==> config.mk <==
export PLATFORM = sky130hd
export DESIGN_NAME = axis_status_record_packer
export DESIGN_NICKNAME = d
export VERILOG_FILES = /design/src/hdl/record_pkg.sv /design/src/hdl/axis_status_record_packer.sv /design/src/hdl/fifo_buf.sv
export SDC_FILE = /design/constraint.sdc
export NUM_CORES = 2
export LEC_CHECK = 0
export BUFFER_PORTS_ARGS = -buffer_cell sky130_fd_sc_hd__buf_4
export CAP_MARGIN = 10
export CORE_AREA = 2 2 582 584
export DETAILED_ROUTE_END_ITERATION = 12
export DIE_AREA = 0 0 584 586
export PLACE_DENSITY = 0.38
export SYNTH_ARGS = -nofsm -noshare
export SYNTH_HDL_FRONTEND = slang
export SYNTH_SLANG_ARGS = --single-unit
export TNS_END_PERCENT = 20
==> constraint.sdc <==
create_clock -name clk -period 5.43 [get_ports clk]
set_clock_uncertainty 0.1 [all_clocks]
set_input_delay 0.2715 -clock clk [delete_from_list [all_inputs] [get_ports clk]]
set_output_delay 0.2715 -clock clk [all_outputs]
set_load 0.01 [all_outputs]
==> src/hdl/record_pkg.sv <==
package record_pkg;

   // Record geometry: five axis blocks, D through H
   localparam int NUM_AXES = 5;
   localparam int BLOCK_BYTES = 36;
   localparam int REC_OFFSET_W = 9;
   localparam logic [8:0] REC_FIRST_BYTE = 9'd190;
   localparam logic [8:0] REC_LAST_BYTE = 9'd369;
   localparam logic [8:0] AXIS_H_FIRST_BYTE = 9'd334;

   // Byte positions inside one axis block
   localparam int OFF_STATUS = 0;
   localparam int OFF_SWITCH = 2;
   localparam int OFF_STOP = 3;
   localparam int OFF_REF = 4;
   localparam int OFF_MOTOR = 8;
   localparam int OFF_ERR = 12;
   localparam int OFF_AUX = 16;
   localparam int OFF_VEL = 20;
   localparam int OFF_TORQUE = 24;
   localparam int OFF_ANALOG = 28;
   localparam int OFF_HALL = 30;
   localparam int OFF_RSVD = 31;
   localparam int OFF_USER = 32;

   // Register map of the software port
   localparam int ADDR_W = 4;
   localparam logic [3:0] REG_CTRL = 4'h0;
   localparam logic [3:0] REG_STATUS = 4'h4;
   localparam logic [3:0] REG_THREAD = 4'h8;
   localparam logic [3:0] REG_PLANE = 4'hc;
   localparam int CTRL_AUTO_BIT = 0;
   localparam int CTRL_GO_BIT = 1;
   localparam logic CTRL_AUTO_RESET = 1'h0;
   localparam int STATUS_BUSY_BIT = 0;
   localparam int STATUS_FULL_BIT = 1;
   localparam int STATUS_CNT_LSB = 8;

   // Thread activity and coordinated-plane word layout
   localparam int THREAD_COUNT = 8;
   localparam int PLANE_MOVE_BIT = 15;
   localparam int PLANE_SLEW_BIT = 5;
   localparam int PLANE_STOP_BIT = 4;
   localparam int PLANE_DECEL_BIT = 3;

   // FIFO sizing
   localparam int FIFO_DEPTH = 16;

   typedef struct packed {
      logic move_in_progress;       // bit 15
      logic pos_mode_abs_or_rel;
      logic pos_mode_abs_only;
      logic edge_search_active;
      logic homing_active;
      logic homing_phase1_done;
      logic homing_phase2_or_index;
      logic coord_mode;             // bit 8
      logic negative_dir;           // bit 7
      logic contour_mode;
      logic slewing;
      logic stopping;
      logic final_decel;
      logic latch_armed;
      logic homing_phase3;
      logic motor_off;              // bit 0
   } axis_status_t;

   typedef struct packed {
      logic latch_occurred;         // bit 7
      logic latch_level;
      logic [1:0] unused;
      logic forward_limit;
      logic reverse_limit;
      logic home_level;
      logic stepper_mode;           // bit 0
   } axis_switch_t;

   typedef struct packed {
      logic move_in_progress;
      logic slewing;
      logic stopping;
      logic final_decel;
   } plane_status_t;

   typedef struct packed {
      axis_status_t status;
      axis_switch_t switches;
      logic [7:0] stop_code;
      logic signed [31:0] ref_pos;
      logic signed [31:0] motor_pos;
      logic signed [31:0] pos_err;
      logic signed [31:0] aux_pos;
      logic signed [31:0] velocity;
      logic signed [31:0] torque;
      logic signed [15:0] analog;
      logic [7:0] hall;
      logic signed [31:0] user_status_variable;
   } axis_in_t;

   typedef struct packed {
      logic last;
      logic [8:0] offset;
      logic [7:0] data;
   } rec_byte_t;

endpackage

==> src/hdl/axis_status_record_packer.sv <==
// Notes on behaviour
// - Block opens: status word, switches, stop code
// - Then reference position, then motor position
// - Then position error, auxiliary position, velocity
// - Ends torque, analog, hall, reserved, user variable
// - Blocks repeat D to H, ending byte 369
// - Thread byte bit n is thread n running
// - Plane word bits 15, 5, 4, 3 used
// - Axis status upper byte motion mode flags
// - Axis status lower byte motion phase flags
// - Switch byte: latch, limits, home, stepper
//
// The register offsets and the plain strobed port were left to the implementer.
`timescale 1ns/1ns
`default_nettype none

module axis_status_record_packer #(
   parameter int NUM_AXES = record_pkg::NUM_AXES,
   parameter int FIFO_DEPTH = record_pkg::FIFO_DEPTH
) (
   input wire logic clk,
   input wire logic srst,
   input wire logic ce,
   input wire logic [record_pkg::ADDR_W-1:0] addr,
   input wire logic [31:0] wr_data,
   input wire logic wr_en,
   input wire logic rd_en,
   output logic [31:0] rd_data,
   input wire record_pkg::axis_in_t [NUM_AXES-1:0] axis_in,
   input wire logic [record_pkg::THREAD_COUNT-1:0] thread_running,
   input wire record_pkg::plane_status_t plane_status,
   output logic rec_valid,
   output record_pkg::rec_byte_t rec_out,
   input wire logic rec_ready
);
   localparam int BB = record_pkg::BLOCK_BYTES;
   localparam int AXW = $clog2(NUM_AXES + 1);
   localparam logic [AXW-1:0] LAST_AXIS = AXW'(NUM_AXES - 1);
   localparam logic [5:0] LAST_BYTE = 6'(BB - 1);

   typedef enum logic [2:0] {
      S_IDLE = 3'b001,
      S_LOAD = 3'b010,
      S_SEND = 3'b100
   } seq_state_t;

   // Latch, limit and home levels arrive from pins: two flops each
   logic [3:0] lvl_meta_r [NUM_AXES];
   logic [3:0] lvl_sync_r [NUM_AXES];
   genvar g;
   generate
      for (g = 0; g < NUM_AXES; g++) begin : g_sync
         always_ff @(posedge clk) begin
            if (srst) begin
               lvl_meta_r[g] <= 4'h0;
               lvl_sync_r[g] <= 4'h0;
            end else if (ce) begin
               lvl_meta_r[g] <= {axis_in[g].switches.latch_level,
                                 axis_in[g].switches.forward_limit,
                                 axis_in[g].switches.reverse_limit,
                                 axis_in[g].switches.home_level};
               lvl_sync_r[g] <= lvl_meta_r[g];
            end
         end
      end
   endgenerate

   // Lay one axis block out as bytes, byte 0 in the low bits
   function automatic logic [8*BB-1:0] build_block(input record_pkg::axis_in_t a,
                                                    input logic [3:0] lv);
      logic [8*BB-1:0] b;
      record_pkg::axis_switch_t sw;
      b = '0;
      sw = a.switches;
      sw.latch_level = lv[3];
      sw.forward_limit = lv[2];
      sw.reverse_limit = lv[1];
      sw.home_level = lv[0];
      sw.unused = 2'h0;
      // Status flags keep their bit places
      b[record_pkg::OFF_STATUS*8 +: 16] = a.status;
      // Switches and stop code follow the status word
      b[record_pkg::OFF_SWITCH*8 +: 8] = sw;
      b[record_pkg::OFF_STOP*8 +: 8] = a.stop_code;
      b[record_pkg::OFF_REF*8 +: 32] = a.ref_pos;
      b[record_pkg::OFF_MOTOR*8 +: 32] = a.motor_pos;
      b[record_pkg::OFF_ERR*8 +: 32] = a.pos_err;
      b[record_pkg::OFF_AUX*8 +: 32] = a.aux_pos;
      b[record_pkg::OFF_VEL*8 +: 32] = a.velocity;
      // Tail fields; the reserved byte keeps its zero
      b[record_pkg::OFF_TORQUE*8 +: 32] = a.torque;
      b[record_pkg::OFF_ANALOG*8 +: 16] = a.analog;
      b[record_pkg::OFF_HALL*8 +: 8] = a.hall;
      b[record_pkg::OFF_USER*8 +: 32] = a.user_status_variable;
      return b;
   endfunction

   seq_state_t state_r, state_nxt;
   logic [AXW-1:0] axis_r, axis_nxt;
   logic [5:0] byte_r, byte_nxt;
   logic [8:0] off_r, off_nxt;
   logic [8*BB-1:0] blk_r, blk_nxt;
   logic [7:0] rec_cnt_r, rec_cnt_nxt;
   logic auto_r, auto_nxt, go_r, go_nxt;
   logic [31:0] rd_data_r, rd_data_nxt;
   record_pkg::rec_byte_t push_data;
   logic push_valid, push_ready, accept;
   record_pkg::axis_in_t cur_in;
   logic [3:0] cur_lvl;

   assign cur_in = axis_in[axis_r];
   assign cur_lvl = lvl_sync_r[axis_r];
   assign push_valid = (state_r == S_SEND);
   assign accept = push_valid && push_ready;
   // Bytes leave low first, so multi-byte fields are LSB first
   assign push_data.data = blk_r[byte_r*8 +: 8];
   assign push_data.offset = off_r;
   assign push_data.last = (off_r == record_pkg::REC_LAST_BYTE);

   // Sequencer: snapshot one axis, then stream its bytes
   always_comb begin
      state_nxt = state_r;
      axis_nxt = axis_r;
      byte_nxt = byte_r;
      off_nxt = off_r;
      blk_nxt = blk_r;
      rec_cnt_nxt = rec_cnt_r;
      unique case (state_r)
         S_IDLE: begin
            if (go_r || auto_r) begin
               state_nxt = S_LOAD;
               axis_nxt = '0;
               off_nxt = record_pkg::REC_FIRST_BYTE;
            end
         end
         S_LOAD: begin
            // Per-axis snapshot keeps each block coherent without a full copy
            blk_nxt = build_block(cur_in, cur_lvl);
            byte_nxt = '0;
            state_nxt = S_SEND;
         end
         S_SEND: begin
            if (accept) begin
               off_nxt = off_r + 9'h001;
               byte_nxt = byte_r + 6'h01;
               if (byte_r == LAST_BYTE) begin
                  if (axis_r == LAST_AXIS) begin
                     state_nxt = S_IDLE;
                     rec_cnt_nxt = rec_cnt_r + 8'h01;
                  end else begin
                     state_nxt = S_LOAD;
                     axis_nxt = axis_r + 1'b1;
                  end
               end
            end
         end
         default: begin
            state_nxt = S_IDLE;
         end
      endcase
   end

   always_ff @(posedge clk) begin
      if (srst) begin
         state_r <= S_IDLE;
         axis_r <= '0;
         byte_r <= 6'h00;
         off_r <= record_pkg::REC_FIRST_BYTE;
         blk_r <= '0;
         rec_cnt_r <= 8'h00;
      end else if (ce) begin
         state_r <= state_nxt;
         axis_r <= axis_nxt;
         byte_r <= byte_nxt;
         off_r <= off_nxt;
         blk_r <= blk_nxt;
         rec_cnt_r <= rec_cnt_nxt;
      end
   end

   // Register port: control writes, one-cycle-late read data
   always_comb begin
      auto_nxt = auto_r;
      go_nxt = 1'b0;
      rd_data_nxt = 32'h0000_0000;
      if (wr_en && addr == record_pkg::REG_CTRL) begin
         auto_nxt = wr_data[record_pkg::CTRL_AUTO_BIT];
         go_nxt = wr_data[record_pkg::CTRL_GO_BIT];
      end
      if (rd_en) begin
         unique case (addr)
            record_pkg::REG_CTRL: begin
               rd_data_nxt[record_pkg::CTRL_AUTO_BIT] = auto_r;
            end
            record_pkg::REG_STATUS: begin
               rd_data_nxt[record_pkg::STATUS_BUSY_BIT] = (state_r != S_IDLE);
               rd_data_nxt[record_pkg::STATUS_FULL_BIT] = !push_ready;
               rd_data_nxt[record_pkg::STATUS_CNT_LSB +: 8] = rec_cnt_r;
            end
            record_pkg::REG_THREAD: begin
               rd_data_nxt[record_pkg::THREAD_COUNT-1:0] = thread_running;
            end
            record_pkg::REG_PLANE: begin
               rd_data_nxt[record_pkg::PLANE_MOVE_BIT] = plane_status.move_in_progress;
               rd_data_nxt[record_pkg::PLANE_SLEW_BIT] = plane_status.slewing;
               rd_data_nxt[record_pkg::PLANE_STOP_BIT] = plane_status.stopping;
               rd_data_nxt[record_pkg::PLANE_DECEL_BIT] = plane_status.final_decel;
            end
            default: begin
               rd_data_nxt = 32'h0000_0000;
            end
         endcase
      end
   end

   always_ff @(posedge clk) begin
      if (srst) begin
         auto_r <= record_pkg::CTRL_AUTO_RESET;
         go_r <= 1'b0;
         rd_data_r <= 32'h0000_0000;
      end else if (ce) begin
         auto_r <= auto_nxt;
         go_r <= go_nxt;
         rd_data_r <= rd_data_nxt;
      end
   end

   assign rd_data = rd_data_r;

   // Output buffer; a stalled reader holds the sequencer in S_SEND
   fifo_buf #(
      .WIDTH($bits(record_pkg::rec_byte_t)),
      .DEPTH(FIFO_DEPTH)
   ) u_fifo (
      .clk(clk),
      .srst(srst),
      .ce(ce),
      .in_valid(push_valid),
      .in_data(push_data),
      .in_ready(push_ready),
      .out_valid(rec_valid),
      .out_data(rec_out),
      .out_ready(rec_ready)
   );
endmodule

`default_nettype wire

==> src/hdl/fifo_buf.sv <==
`timescale 1ns/1ns
`default_nettype none

module fifo_buf #(
   parameter int WIDTH = 18,
   parameter int DEPTH = 16
) (
   input wire logic clk,
   input wire logic srst,
   input wire logic ce,
   input wire logic in_valid,
   input wire logic [WIDTH-1:0] in_data,
   output logic in_ready,
   output logic out_valid,
   output logic [WIDTH-1:0] out_data,
   input wire logic out_ready
);
   localparam int PW = $clog2(DEPTH);
   localparam int CW = $clog2(DEPTH + 1);
   localparam logic [CW-1:0] FULL_CNT = CW'(DEPTH);

   logic [WIDTH-1:0] mem [DEPTH];
   logic [PW-1:0] wp_r, wp_nxt, rp_r, rp_nxt;
   logic [CW-1:0] cnt_r, cnt_nxt;
   logic ov_r, ov_nxt;
   logic [WIDTH-1:0] od_r, od_nxt;
   logic push, pop;

   // Ready is honest: it falls only when every slot holds a word
   assign in_ready = (cnt_r != FULL_CNT);
   assign out_valid = ov_r;
   assign out_data = od_r;
   assign push = in_valid && in_ready;
   assign pop = (cnt_r != '0) && (!ov_r || out_ready);

   // Pointers, count and the registered read stage
   always_comb begin
      wp_nxt = push ? wp_r + 1'b1 : wp_r;
      rp_nxt = pop ? rp_r + 1'b1 : rp_r;
      cnt_nxt = cnt_r + CW'(push) - CW'(pop);
      ov_nxt = pop ? 1'b1 : (out_ready ? 1'b0 : ov_r);
      od_nxt = pop ? mem[rp_r] : od_r;
   end

   always_ff @(posedge clk) begin
      if (srst) begin
         wp_r <= '0;
         rp_r <= '0;
         cnt_r <= '0;
         ov_r <= 1'b0;
         od_r <= '0;
      end else if (ce) begin
         wp_r <= wp_nxt;
         rp_r <= rp_nxt;
         cnt_r <= cnt_nxt;
         ov_r <= ov_nxt;
         od_r <= od_nxt;
      end
   end

   // Storage carries no reset, so it maps onto plain RAM
   always_ff @(posedge clk) begin
      if (ce && push) begin
         mem[wp_r] <= in_data;
      end
   end

endmodule

`default_nettype wire

==> reports/results.md <==
| Result | This run | Unit |
| --- | --- | --- |
| Pin slew with the least headroom to its limit | 1.17 | ns |
| Leading cell types in the layout, fill and taps excluded | sky130_fd_sc_hd__buf_4, sky130_fd_sc_hd__mux4_2, sky130_fd_sc_hd__dfxtp_1, sky130_fd_sc_hd__edfxtp_1, sky130_fd_sc_hd__dlygate4sd3_1 | - |
| Cell taking the most area after synthesis | sky130_fd_sc_hd__edfxtp_1 | - |
| Antenna violations before repair | 319 | - |
| CTS tree | built | - |
| Sequential share of power | 39.8 | % |
| Initial standard-cell utilization of the core | 10.8 | % |
| Yosys warns | 0 | - |
| Pwr dens | 243 | nW/um2 |
| Max-cap violations | 0 | - |
| Drt wl/cell | 35.8 | um |
| Number of pins exceeding their max-slew limit in the final report | 0 | - |
| Largest net degree at the start of global routing | 163 | - |
| Worst path slowest cell | sky130_fd_sc_hd__a221oi_1 | - |
| Height of the die | 586 | um |
| CTS clk-pin slew, worst paths | 0.06 | ns |
| RSZ-0062 raised after global routing | false | - |
| Critical path endpoint category | register | - |
| Cts repair resizes | 0 | - |
| H-tree depth reported by CTS | 3 | - |
| Fraction of registers with async set or reset after synthesis | 0 | % |
| Number of instances in the synthesized netlist | 2,714 | - |
| CP max stage delay | 1.02 | ns |
| Setup violation total in the final timing report | 0 | - |
| Routed wire length | 319,000 | um |
| Minimum clock period | 4.11 | ns |
| Result of the run | finished clean | - |
| Port bufs | 1,448 | - |
| Comb power frac | 19.2 | % |
| Accumulated negative setup slack | 0 | ns |
| Maximum achievable frequency | 0.243 | GHz |
| Post-synthesis to final-layout area growth | 61.5 | % |
| Floorplan core area | 336,000 | um2 |
| Combined buffer and inverter count along the critical path | 0 | - |
| Estimated wirelength of the detail-placed design | 272,000 | um |
| DR iter-0 viols | 2,693 | - |
| #FFs+latches synth | 685 | - |
| Die ar. | 342,000 | um2 |
| Vias per std cell | 3.83 | - |
| Post-detailed-route DRC marker count | 0 | - |
| DIE WIDTH | 584 | um |
| NetSw | 3.95 | mW |
| Final estimated routing congestion in global placement | 0.989 | - |
| Yosys top cell area share | 27.3 | % |
| Wire length of the first global-routing pass | 391,000 | um |
| Leakage power figure | 20.9 | nW |
| CP max FO | 22 | - |
| Register area share after synthesis | 47.1 | % |
| Fraction of final layout cells with drive strength greater than 1 | 47.5 | % |
| Total overflow reported by the global router | 0 | - |
| Period utilization | 75.7 | % |
| Number of failing hold endpoints at the final stage | 0 | - |
| Antenna Nets Post-Route | 0 | - |
| Total design power | 14.2 | mW |
| Via count of the routed design | 34.1k | - |
| Critical path data required time | 5.77 | ns |
| P_int | 10.2 | mW |
| Final-layout fill cell count | 37.2k | - |
| Number of placement rows | 213 | - |
| Leading cell type in the layout, fill and taps excluded | sky130_fd_sc_hd__buf_4 | - |
| CTS Buf Count | 88 | - |
| Top flip-flop cell by instance count after synthesis | sky130_fd_sc_hd__dfxtp_1 | - |
| Cell family with most CP delay | compound AO/OA/AOI/OAI gates | - |
| Largest cells by area after synthesis | sky130_fd_sc_hd__edfxtp_1, sky130_fd_sc_hd__mux4_2, sky130_fd_sc_hd__dfxtp_1 | - |
| Clock latency on the worst-skew pair | 0.75 | ns |
| Worst ir drop on vdd | 197 | uV |
| Critical Path Start Type | register | - |
| Cells along the critical path | nor2b_1 > nand2_1 > o22ai_1 > a211oi_1 > a221oi_1 > a21o_1 | - |
| Combined global-route utilization of all metal layers | 17.9 | % |
| Number of flops mapped to enable cells by yosys | 328 | - |
| Number of clock sinks | 685 | - |
| Net switching fraction of the power | 27.8 | % |
| CTS Root Cell | sky130_fd_sc_hd__clkbuf_16 | - |
| Worst slack on hold paths | 0.0303 | ns |
| Avg Synthesized Cell Area | 13.3 | um2 |
| Count of different cell masters after synthesis | 55 | - |
| Remaining max-slew budget at the tightest pin | 21.9 | % |
| Share of total power in the clock network | 41.1 | % |
| Netlist Area Pre-Place | 36,100 | um2 |
| Hold buffers post-CTS | 323 | - |
| Number of placed I/O pins | 1,505 | - |
| Number of detailed-routing iterations run before antenna repair | 5 | - |
| Number of buffers added for setup after CTS | 0 | - |
| Maximum buffer depth of the clock tree | 3 | - |
| Layout Nets | 5,831 | - |
| Classification of the worst setup path | register to register | - |
| Critical path data arrival time | 4.45 | ns |
| Vias in the first global route | 33.8k | - |
| Min-delay worst type | input port to register | - |
[state kept, by name, summed over array words and instances, names as in the netlist, 4 cells and up]
name and cells:
lvl_meta_r 20, byte_r 6, u_fifo.cnt_r 5, u_fifo.mem 288, blk_r 278, u_fifo.wp_r 4
rd_data 16, off_r 9, lvl_sync_r 20, u_fifo.rp_r 4, u_fifo.out_data 18, rec_cnt_r 8
[worst paths after layout]
path	slack (ns)	endpoint	depth (start not counted)	start
worst min-delay path	0.03	blk_r[266]$_SDFFE_PP0P_	3	axis_in[1130]
worst max register to register	1.32	u_fifo.mem[7][0]$_DFFE_PP_	6	byte_r[2]$_SDFFE_PP0P_
worst max-delay path	1.32	u_fifo.mem[7][0]$_DFFE_PP_	6	byte_r[2]$_SDFFE_PP0P_
worst min register to register	0.37	u_fifo.out_data[2]$_SDFFE_PP0P_	1	u_fifo.out_data[2]$_SDFFE_PP0P_
[power by group through the flow]
stage	logic, mW	registers, mW	clock network, mW
6_report	2.72	5.65	5.83
4_1_cts	2.75	5.66	6.03
3_3_place_gp	2.52	5.77	0
2_1_floorplan	1.12	5.63	0
3_5_place_dp	2.52	5.77	0
5_1_grt	2.85	5.67	6.19
[synthesized netlist by cell type, types with 3 or more instances]
cell and count:
sky130_fd_sc_hd__and3_1 4, sky130_fd_sc_hd__nor2_1 336, sky130_fd_sc_hd__o22ai_1 5, sky130_fd_sc_hd__clkbuf_1 174
sky130_fd_sc_hd__buf_4 21, sky130_fd_sc_hd__dfxtp_1 357, sky130_fd_sc_hd__a211oi_1 282, sky130_fd_sc_hd__buf_6 8
sky130_fd_sc_hd__a31oi_1 4, sky130_fd_sc_hd__a22o_1 14, sky130_fd_sc_hd__nand4_1 7, sky130_fd_sc_hd__a21oi_1 24
sky130_fd_sc_hd__mux2_2 7, sky130_fd_sc_hd__buf_1 44, sky130_fd_sc_hd__a32o_1 19, sky130_fd_sc_hd__a22oi_1 280
sky130_fd_sc_hd__a2111oi_0 4, sky130_fd_sc_hd__a21o_1 4, sky130_fd_sc_hd__and2_1 43, sky130_fd_sc_hd__xnor2_1 12
sky130_fd_sc_hd__nor2b_1 11, sky130_fd_sc_hd__nand3_1 16, sky130_fd_sc_hd__buf_2 56, sky130_fd_sc_hd__nor3_1 19
sky130_fd_sc_hd__xor2_1 17, sky130_fd_sc_hd__ha_1 17, sky130_fd_sc_hd__o211ai_1 8, sky130_fd_sc_hd__inv_1 18
sky130_fd_sc_hd__nand2_1 53, sky130_fd_sc_hd__mux2i_1 48, sky130_fd_sc_hd__o21ai_0 14, sky130_fd_sc_hd__o31ai_1 3
sky130_fd_sc_hd__edfxtp_1 328, sky130_fd_sc_hd__nand2b_1 7, sky130_fd_sc_hd__mux4_2 416, sky130_fd_sc_hd__o221ai_1 6
sky130_fd_sc_hd__a221oi_1 6
[cell type report]
| class | instances | area, um2 | area share (%) |
|---|---|---|---|
| Antenna cell | 75 | 188 | 0.322 |
| Clock buffer | 112 | 2360 | 4.05 |
| Clock inverter | 46 | 415 | 0.712 |
| Inverter | 19 | 78.8 | 0.135 |
| Multi-Input combinational cell | 1722 | 17900 | 30.8 |
| Sequential cell | 685 | 17000 | 29.2 |
| Tap cell | 4407 | 5510 | 9.45 |
| Timing Repair Buffer | 1843 | 14800 | 25.4 |
[stage by stage]
stage	utilization, %	cells	setup slack [ns]	area, um2
3_3_place_gp	15.5	8353	1.41	52100
2_1_floorplan	-	2729	2.13	36200
4_1_cts	17.3	8834	1.38	58100
3_5_place_dp	15.5	8353	1.38	52100
5_1_grt	17.3	8870	1.12	58200
6_report	17.4	8909	1.32	58300
[worst min-delay path, delay by kind of cell]
family | cells | cell delay [ns]
buffers and inverters | 1 | 0.09
AOI/OAI and AO/OA | 2 | 0.46
[metal layers]
metal,track usage [%],routed length (um)
met4,5.86,12400
met2,31.0,157000
met3,5.09,22900
met5,0.420,647
met1,21.2,126000
[cells by family after synthesis]
logic type                 count (synthesis)  share of synthesized area [%]
buffers and inverters                    322                           3.92
and+or+nand+nor                          506                           6.06
other                                      1                         0.0104
adders and majority gates                 18                          0.644
AOI/OAI and AO/OA                        682                           14.1
muxes                                    471                           27.5
DFF                                      685                           47.1
xor gates and xnor gates                  29                          0.703
(Power assumes the default switching activity.)
